`src/verilog/fasr_params.svh`:
```
`ifndef FASR_PARAMS_SVH
`define FASR_PARAMS_SVH

// Register indices; byte address is four times the index
`define FASR_ALERT_IDX      4'h5
`define FASR_IRQ_STAT_IDX   4'h6
`define FASR_IRQ_CLR_IDX    4'h7
`define FASR_IRQ_EN_IDX     4'h8
`define FASR_ALERT_RST      16'h0000

// Alert bit positions
`define FASR_B_OSC          15
`define FASR_B_OSC_RED      14
`define FASR_B_UP_SE        13
`define FASR_B_LO_SE        12
`define FASR_B_UP_SE_RED    11
`define FASR_B_LO_SE_RED    10
`define FASR_B_RAIL3        9
`define FASR_B_RAIL1        7
`define FASR_B_GND3         6
`define FASR_B_GND1         4
`define FASR_B_HV_UNDER     3
`define FASR_B_HV_MARGIN    2
`define FASR_B_HV_OVER      1
`define FASR_B_BSW_SUM      0

// Oscillator check timing
`define FASR_CLK_HZ         100000000
`define FASR_SLOW_OSC_HZ    32768
`define FASR_OSC_PERIODS    2
`define FASR_OSC_TOL_PCT    5
`define FASR_OSC_CNT_W      16

`endif

```
`src/verilog/fasr_pkg.sv`:
```
`include "fasr_params.svh"

package fasr_pkg;

    typedef struct packed {
        logic        hsel;
        logic [31:0] haddr;
        logic [1:0]  htrans;
        logic        hwrite;
        logic [2:0]  hsize;
        logic        hready;
        logic [31:0] hwdata;
    } fasr_ahb_req_t;

    typedef struct packed {
        logic        hreadyout;
        logic        hresp;
        logic [31:0] hrdata;
    } fasr_ahb_rsp_t;

    typedef struct packed {
        logic        slow_oscillator;
        logic        power_on_reset_alert;
        logic        upper_port_single_ended;
        logic        lower_port_single_ended;
        logic [2:0]  rail_low;
        logic [2:0]  ground_open;
        logic        high_supply_under;
        logic        high_supply_margin_low;
        logic        measurement_active;
        logic        high_supply_over;
        logic [13:0] balance_switch_fault;
        logic [13:0] balance_switch_enable;
        logic        balance_switch_diag_scan_done;
    } fasr_mon_t;

    typedef struct packed {
        logic [15:0]                    alert;
        logic [15:0]                    irq_stat;
        logic [15:0]                    irq_en;
        logic [31:0]                    hrdata;
        logic                           wr_pend;
        logic [3:0]                     wr_idx;
        logic [`FASR_OSC_CNT_W-1:0]     osc_cnt;
        logic                           osc_half;
        logic                           osc_prev;
        logic                           osc_fault;
    } fasr_state_t;

endpackage : fasr_pkg

```
`src/verilog/fasr_alert_reg.sv`:
```
`timescale 1ns/1ps
`include "fasr_params.svh"

// Summary of operation
// - Slow oscillator off by over 5% sets 15
// - Bit 14 redundant oscillator alert, own latch
// - Oscillator bits clear on zero-write if resolved
// - Upper single-ended sets 13 after reset alert
// - Lower single-ended sets 12 after reset alert
// - Bit 11 upper single-ended, sets anytime
// - Bit 10 lower single-ended, sets anytime
// - Rail lows set 9..7; zero-write clears once resolved
// - Ground opens set 6..4; zero-write clears
// - High supply under sets 3, gated
// - Margin low sets 2 during measurement only
// - High supply over sets 1, gated
// - Bit 0 ORs enabled switch alerts at scan end
// - Bit 0 auto-clears or zero-write clears
// - Register at index 5, resets to zero
module fasr_alert_reg #(
    parameter int OSC_EXP_CYCLES = `FASR_OSC_PERIODS * `FASR_CLK_HZ / `FASR_SLOW_OSC_HZ
) (
    input  wire logic                    hclk,     // Bus clock, also the fast reference
    input  wire logic                    hresetn,  // Asynchronous reset, active low
    input  wire fasr_pkg::fasr_ahb_req_t ahb_req,  // AHB-Lite slave inputs
    output fasr_pkg::fasr_ahb_rsp_t      ahb_rsp,  // AHB-Lite slave outputs
    input  wire fasr_pkg::fasr_mon_t     mon,      // Monitor fault levels
    output logic                         irq       // Level interrupt
);
    import fasr_pkg::*;

    localparam int OSC_TOL = OSC_EXP_CYCLES * `FASR_OSC_TOL_PCT / 100;
    localparam logic [`FASR_OSC_CNT_W-1:0] OSC_LO = `FASR_OSC_CNT_W'(OSC_EXP_CYCLES - OSC_TOL);
    localparam logic [`FASR_OSC_CNT_W-1:0] OSC_HI = `FASR_OSC_CNT_W'(OSC_EXP_CYCLES + OSC_TOL);

    fasr_state_t s_reg;
    fasr_state_t s_next;

    logic        addr_ok;
    logic        rd_req;
    logic        osc_edge;
    logic        wr_alert;
    logic [15:0] clr;
    logic [15:0] clr_ok;
    logic [15:0] set;
    logic [15:0] irq_clr;
    logic        por;
    logic        bsw_any;
    logic [3:0]  req_idx;

    assign por     = mon.power_on_reset_alert;
    assign bsw_any = |(mon.balance_switch_fault & mon.balance_switch_enable);
    assign req_idx = ahb_req.haddr[5:2];
    assign addr_ok = (ahb_req.haddr[31:6] == 26'h0) && (ahb_req.haddr[1:0] == 2'h0);

    always_comb
    begin
        s_next = s_reg;
        rd_req = 1'b0;

        // Period check of the slow oscillator against hclk, every two periods
        osc_edge        = mon.slow_oscillator & ~s_reg.osc_prev;
        s_next.osc_prev = mon.slow_oscillator;
        if (osc_edge)
        begin
            s_next.osc_half = ~s_reg.osc_half;
            if (s_reg.osc_half)
            begin
                s_next.osc_fault = (s_reg.osc_cnt < OSC_LO) || (s_reg.osc_cnt > OSC_HI);
                s_next.osc_cnt   = '0;
            end
            else
            begin
                s_next.osc_cnt = s_reg.osc_cnt + 1'b1;
            end
        end
        else if (s_reg.osc_cnt > OSC_HI)
        begin
            // Stopped or slow oscillator: flag without waiting for an edge
            s_next.osc_fault = 1'b1;
            s_next.osc_cnt   = '0;
            s_next.osc_half  = 1'b0;
        end
        else
        begin
            s_next.osc_cnt = s_reg.osc_cnt + 1'b1;
        end

        // Data phase of a write
        wr_alert = s_reg.wr_pend && (s_reg.wr_idx == `FASR_ALERT_IDX);
        clr      = wr_alert ? ~ahb_req.hwdata[15:0] : 16'h0000;
        irq_clr  = (s_reg.wr_pend && (s_reg.wr_idx == `FASR_IRQ_CLR_IDX)) ? ahb_req.hwdata[15:0] : 16'h0000;
        if (s_reg.wr_pend && (s_reg.wr_idx == `FASR_IRQ_EN_IDX))
        begin
            s_next.irq_en = ahb_req.hwdata[15:0];
        end

        // Set conditions of the latched alerts
        set = 16'h0000;
        set[`FASR_B_OSC]     = s_reg.osc_fault;
        set[`FASR_B_OSC_RED] = s_reg.osc_fault;
        set[`FASR_B_UP_SE]     = mon.upper_port_single_ended & ~por;
        set[`FASR_B_LO_SE]     = mon.lower_port_single_ended & ~por;
        set[`FASR_B_UP_SE_RED] = mon.upper_port_single_ended;
        set[`FASR_B_LO_SE_RED] = mon.lower_port_single_ended;
        set[`FASR_B_RAIL3:`FASR_B_RAIL1] = mon.rail_low & {3{~por}};
        set[`FASR_B_GND3:`FASR_B_GND1]   = mon.ground_open & {3{~por}};
        set[`FASR_B_HV_UNDER]  = mon.high_supply_under & ~por;
        set[`FASR_B_HV_MARGIN] = mon.high_supply_margin_low & mon.measurement_active;
        set[`FASR_B_HV_OVER]   = mon.high_supply_over & ~por;

        // Which bits a zero-write may clear right now
        clr_ok = 16'h0000;
        clr_ok[`FASR_B_OSC]     = ~s_reg.osc_fault;
        clr_ok[`FASR_B_OSC_RED] = ~s_reg.osc_fault;
        clr_ok[`FASR_B_RAIL3:`FASR_B_RAIL1] = ~mon.rail_low;
        clr_ok[`FASR_B_GND3:`FASR_B_GND1]   = 3'b111;
        clr_ok[`FASR_B_HV_UNDER]  = 1'b1;
        clr_ok[`FASR_B_HV_MARGIN] = 1'b1;
        clr_ok[`FASR_B_HV_OVER]   = 1'b1;

        // Set wins over a clear in the same cycle
        s_next.alert[15:1] = set[15:1] | (s_reg.alert[15:1] & ~(clr[15:1] & clr_ok[15:1]));

        // Balance switch summary
        if (mon.balance_switch_diag_scan_done)
        begin
            s_next.alert[`FASR_B_BSW_SUM] = bsw_any;
        end
        else if (!bsw_any || clr[`FASR_B_BSW_SUM])
        begin
            s_next.alert[`FASR_B_BSW_SUM] = 1'b0;
        end

        // Interrupt status: new alerts set, write-one clears, set wins
        s_next.irq_stat = (s_next.alert & ~s_reg.alert) | (s_reg.irq_stat & ~irq_clr);

        // Address phase
        s_next.wr_pend = 1'b0;
        if (ahb_req.hsel && ahb_req.htrans[1] && ahb_req.hready)
        begin
            s_next.wr_pend = ahb_req.hwrite && addr_ok;
            s_next.wr_idx  = req_idx;
            rd_req         = ~ahb_req.hwrite;
        end

        // Read data from the values that stand after this edge
        if (rd_req)
        begin
            s_next.hrdata = 32'h0000_0000;
            if (addr_ok)
            begin
                case (req_idx)
                    `FASR_ALERT_IDX:    s_next.hrdata = {16'h0000, s_next.alert};
                    `FASR_IRQ_STAT_IDX: s_next.hrdata = {16'h0000, s_next.irq_stat};
                    `FASR_IRQ_EN_IDX:   s_next.hrdata = {16'h0000, s_next.irq_en};
                    default:            s_next.hrdata = 32'h0000_0000;
                endcase
            end
        end
    end

    always_ff @(posedge hclk or negedge hresetn)
    begin
        if (!hresetn)
        begin
            s_reg          <= '0;
            s_reg.alert    <= `FASR_ALERT_RST;
        end
        else
        begin
            s_reg <= s_next;
        end
    end

    assign ahb_rsp = '{hreadyout: 1'b1, hresp: 1'b0, hrdata: s_reg.hrdata};
    assign irq               = |(s_reg.irq_stat & s_reg.irq_en);

    logic rd_alert_req;
    assign rd_alert_req = rd_req && addr_ok && (req_idx == `FASR_ALERT_IDX);
endmodule : fasr_alert_reg

```
`config.mk`:
```
export PLATFORM = sky130hd
export DESIGN_NAME = fasr_alert_reg
export DESIGN_NICKNAME = d
export VERILOG_FILES = /design/src/verilog/fasr_pkg.sv /design/src/verilog/fasr_alert_reg.sv
export VERILOG_INCLUDE_DIRS = /design/src /design/src/verilog
export SDC_FILE = /design/constraint.sdc
export NUM_CORES = 1
export LEC_CHECK = 0
export ABC_CLOCK_PERIOD_IN_PS = 2700
export BUFFER_PORTS_ARGS = -buffer_cell sky130_fd_sc_hd__buf_2
export CAP_MARGIN = 20
export CORE_AREA = 2 2 117 119
export DETAILED_ROUTE_END_ITERATION = 16
export DIE_AREA = 0 0 119 121
export PLACE_DENSITY = 0.66
export SYNTH_ARGS = -nofsm -noshare
export SYNTH_HDL_FRONTEND = slang
export SYNTH_SLANG_ARGS = --single-unit
```
`constraint.sdc`:
```
create_clock -name hclk -period 2.7 [get_ports hclk]
set_input_delay 0.135 -clock hclk [delete_from_list [all_inputs] [get_ports hclk]]
set_output_delay 0.135 -clock hclk [all_outputs]
set_load 0.01 [all_outputs]
```
-- Word-level counts from Yosys, hierarchy flattened
Index checks and enable logic that the tools add are counted.
- register bits after elaboration: 104
- bits of input ports: 117
- output and inout bits: 35
- logic and storage cells: 78
- add/sub/neg operators: 1
- magnitude comparators: 2
- eq/ne operators: 7
- multiplexer cells: 16
- bitwise operators: 26
- reductions and logical operators: 16
- operator list (kind ; count):
    16-bit 2-to-1 mux ; 6
    16-bit bitwise AND ; 3
    16-bit inverter ; 3
    16-bit one-hot mux with 3 select lines ; 1
    15-bit bitwise AND ; 2
    26-bit zero test ; 1
    17-bit 2-to-1 mux ; 1
    16-bit by 1-bit adder with 16-bit output, second input constant ; 1
    4-bit by 3-bit == test with 1-bit output, second input constant ; 4
    16-bit by 13-bit greater-than comparator with 1-bit output, second input constant ; 1
    16-bit by 13-bit less-than comparator with 1-bit output, second input constant ; 1
    16-bit bitwise OR ; 1
    16-bit OR reduction ; 1
    15-bit inverter ; 1
    15-bit bitwise OR ; 1
    14-bit bitwise AND ; 1
    14-bit OR reduction ; 1
    4-bit == test, second input constant ; 2
    1-bit logical AND ; 7
    1-bit 2-to-1 mux ; 7
    1-bit bitwise AND ; 6
    3-bit bitwise AND ; 2
    5-bit 2-to-1 mux ; 1
    1-bit inverter ; 5
    other kinds (7) ; 8

-- Depth between registers and ports, before layout
- depth in word-level cells: 11
- gate-level depth with buffers: 7
- gate-level depth less buffers: 5

-- Least setup slack after synthesis
No wires, ideal clock.
- path type: reg2reg
- from: register s_reg[20] (netlist name)
- to: register s_reg (netlist bit ahb_rsp[6])
- library setup time: 0.125 ns
- arrival time: 1.859 ns
- required time: 2.575 ns
- setup slack: 0.716 ns
- stages on the path, launching flop included: 7
- path buffers: 2
- clock period less this slack: 1.984 ns
- cell sequence: dfrtp_1 buf_2 nor4_4 buf_6 mux2_2 a221oi_1 o21ai_2
- RTL lines (item ; RTL line ; source):
    start, declared ; fasr_alert_reg.sv:36 ; fasr_state_t s_reg;
    start signal, assigned ; fasr_alert_reg.sv:172 ; s_reg <= s_next;

==> summary.md <==
| Metric | Value |
|---|---|
| Met3 WL | 633 um |
| Sink Count | 88 |
| #FFs+latches synth | 88 |
| Clock slew seen by the registers of the worst setup and hold paths | 0.06 ns |
| Wire per inst | 16.0 um |
| Uppermost routed layer | met5 |
| Latest clock arrival within the worst-skew pair | 0.33 ns |
| Leak | 2.41 nW |
| CP max-delay cell | and4b_1 |
| Mapped Area | 0.00454 mm^2 |
| Vias/cell | 5.17 |
| Cell family with most CP delay | simple AND/OR/NAND/NOR gates |
| Top_reg_cell synth | dfrtp_1 |
| Total global routing overflow | 0 |
| Area grow syn2layout | 19.1% |
| Max_slew headroom | 0.588 |
| Synth area leaders | dfrtp_1 (48%), buf_4 (5.6%), nand2_1 (3.1%) |
| Fill cells | 1281 |
| Post-detail-place hpwl | 7970 um |
| Max FO, Critical Path | 10 |
| Final Slew Violations | 0 |
| Iteration-0 DRC Markers | 182 |
| Root Buffer | clkbuf_16 |
| Pin count of the biggest net entering global routing | 89 |
| Synth Instances | 438 |
| Overall Power | 3.01 mW |
| Crit path DAT | 2.25 ns |
| Peak VDD IR | 0.325 mV |
| Critical path, cell by cell | and4b_1 > buf_4 > nand3_1 > o2bb2ai_1 > a221oi_1 > o21ai_2 |
| Drt pass-1 iters | 4 |
| CTS buffer count | 9 |
| Nets@finish | 656 |
| Vias after detailed routing | 3708 |
| Number of max-cap violations | 0 |
| Power Density | 557 mW/mm^2 |
| Routed WL | 11500 um |
| Top-count cell post-synth | dfrtp_1 |
| HP Class | primary input to flip-flop |
| Least-Margin Pin Slew | 0.615 ns |
| Hold slack final | 0.0353 ns |
| Achievable clock frequency | 493 MHz |
| WP buf/inv | 1 |
| Setup violators final | 0 |
| Post-synth top cells | dfrtp_1 (88), nand2_1 (37), buf_4 (34) |
| Die Y | 121 um |
| Dpl cell area | 0.00511 mm^2 |
| Row Count | 42 |
| Syn Area/Cell | 10.4 um^2 |
| Final GP Congestion | 0.864 |
| CTS tree | built |
| Post-synth EDFFs | 0 |
| Post-CTS sizing | 0 |
| Area of the die | 0.0144 mm^2 |
| RSZ-0062 raised after global routing | false |
| Path type of the worst setup path | flip-flop to flip-flop |
| Synth cell types | 58 |
| Layout cells sized above 1 | 0.299 |
| Status | complete, no violations |
| IO Count | 152 |
| Initial antenna violation count | 1 |
| Met2 routed WL | 5800 um |
| Setup crit end kind | flip-flop |
| Tot GR Track Use | 0.165 |
| Setup TNS Final | 0 ns |
| Seq/Total Area, Yosys | 0.485 |
| Cell accounting for the most synthesized area | dfrtp_1 |
| H-Tree Depth | 3 |
| Clock buffer depth | 2 |
| Synth Warn # | 0 |
| Core outline area | 0.0131 mm^2 |
| Post-route cell area | 0.00541 mm^2 |
| Final worst path period share | 0.751 |
| Remaining antenna violation count | 0 |
| Vias in the first global route | 3733 |
| CP startpoint kind | flip-flop |
| Initial Util | 0.347 |
| Post-route DRC | 0 |
| # port buffers | 113 |
| Share of the synthesized area in the top cell type | 0.485 |
| Setup Fix Bufs, Post-CTS | 0 |
| Hold Vio Cnt, Final | 0 |
| Async SR Flop Fraction | 1.00 |
| Largest stage delay, worst path | 0.57 ns |
| Worst EP required | 2.92 ns |
| M1 WL | 4900 um |
| First-pass GRT wire length | 18700 um |
| Max reg flops | 72 |
| Fin Clk Skew | 0.00582 ns |
| Ant. Diodes | 0 |
| Crit path time final | 2.03 ns |
| Chip width | 119 um |
| Core Util, Final | 0.413 |
kinds of logic (layout without fill, tap and decap cells):
family | after synthesis | in the layout | synth area share
AND/OR/NAND/NOR | 136 | 136 | 0.162
AO/OA/AOI/OAI | 116 | 116 | 0.187
flip-flops | 88 | 88 | 0.485
buffers and inverters | 60 | 147 | 0.0829
multiplexers | 21 | 21 | 0.0518
XOR/XNOR | 14 | 14 | 0.0270
other | 2 | 18 | 0.00165
adder cells (fa/ha/maj) | 1 | 1 | 0.00276
metal layers:
metal,vias up,track usage
met5,-,0
met4,2,0.0476
met3,15,0.0475
met2,120,0.282
met1,1810,0.203
li1,1761,-
area by class of cell:
type / count / area [um^2] / area share
sequential: 88 / 2200 / 0.407
multi-input combinational: 306 / 2020 / 0.374
timing repair buffer: 124 / 676 / 0.125
clock buffer: 11 / 233 / 0.0430
tap: 176 / 220 / 0.0407
inverter: 9 / 33.8 / 0.00625
clock inverter: 3 / 21.3 / 0.00393
layout by cell type (no fill, tap or decap), types with 2 or more instances in the layout:
cell	synthesis	final
clkbuf_1	8	2
o21ai_0	15	15
nor3_1	14	14
a21oi_1	23	23
a22oi_1	12	12
nand4bb_1	2	2
or2_1	3	3
a32o_1	2	2
dlygate4sd3_1	0	2
buf_4	34	9
and2_1	2	2
a222oi_1	2	2
a22oi_2	5	5
o2bb2ai_1	6	6
or2_2	2	2
nor2b_1	2	2
a22o_1	9	9
clkbuf_16	0	9
xnor2_1	9	9
nand2b_1	6	6
a221oi_1	10	10
nand4_1	5	5
buf_2	7	112
nor4_1	11	11
nand3_1	19	19
a31oi_1	2	2
nand2_1	37	37
o31ai_1	7	7
a21o_1	3	3
a32oi_1	3	3
dfrtp_1	88	88
a21boi_0	5	5
mux2_1	9	9
nor2_1	22	22
xor2_1	5	5
conb_1	2	18
o21ai_1	3	3
mux2_2	11	11
o21ai_2	4	4
inv_1	8	8
worst min-delay path, stage by stage:
cell    delay (ns)
buf_2         0.10
inv_2         0.04
nor4_1        0.04
report_power, final:
group | switching [mW] | internal [mW]
registers | 0.0953 | 1.41
logic | 0.224 | 0.182
clock network | 0.484 | 0.613
final timing paths:
| check | slack, ns | cells past startpoint | to | from |
|---|---|---|---|---|
| max in group asynchronous | 1.86 | 3 | s_reg[6] | hresetn |
| hold reg to reg | 0.46 | 1 | s_reg[83] | s_reg[99] |
| min in group asynchronous | 0.21 | 2 | ahb_rsp[1] | hresetn |
| hold / removal | 0.04 | 3 | s_reg[23] | ahb_req[36] |
| setup / recovery | 0.67 | 6 | ahb_rsp[3] | s_reg[22] |
| setup reg to reg | 0.67 | 6 | ahb_rsp[3] | s_reg[22] |
what timing repair did:
action                     CTS  global route
hold endpoints to repair     1            15
hold buffers                 1             1
setup endpoints to repair    0             0
through the flow:
stage / instances / setup slack [ns]
3_5_place_dp: 700 / 0.688
6_report: 717 / 0.673
5_1_grt: 717 / 0.465
3_3_place_gp: 700 / 0.725
2_1_floorplan: 454 / 0.716
4_1_cts: 715 / 0.676
(Power assumes the default switching activity.)
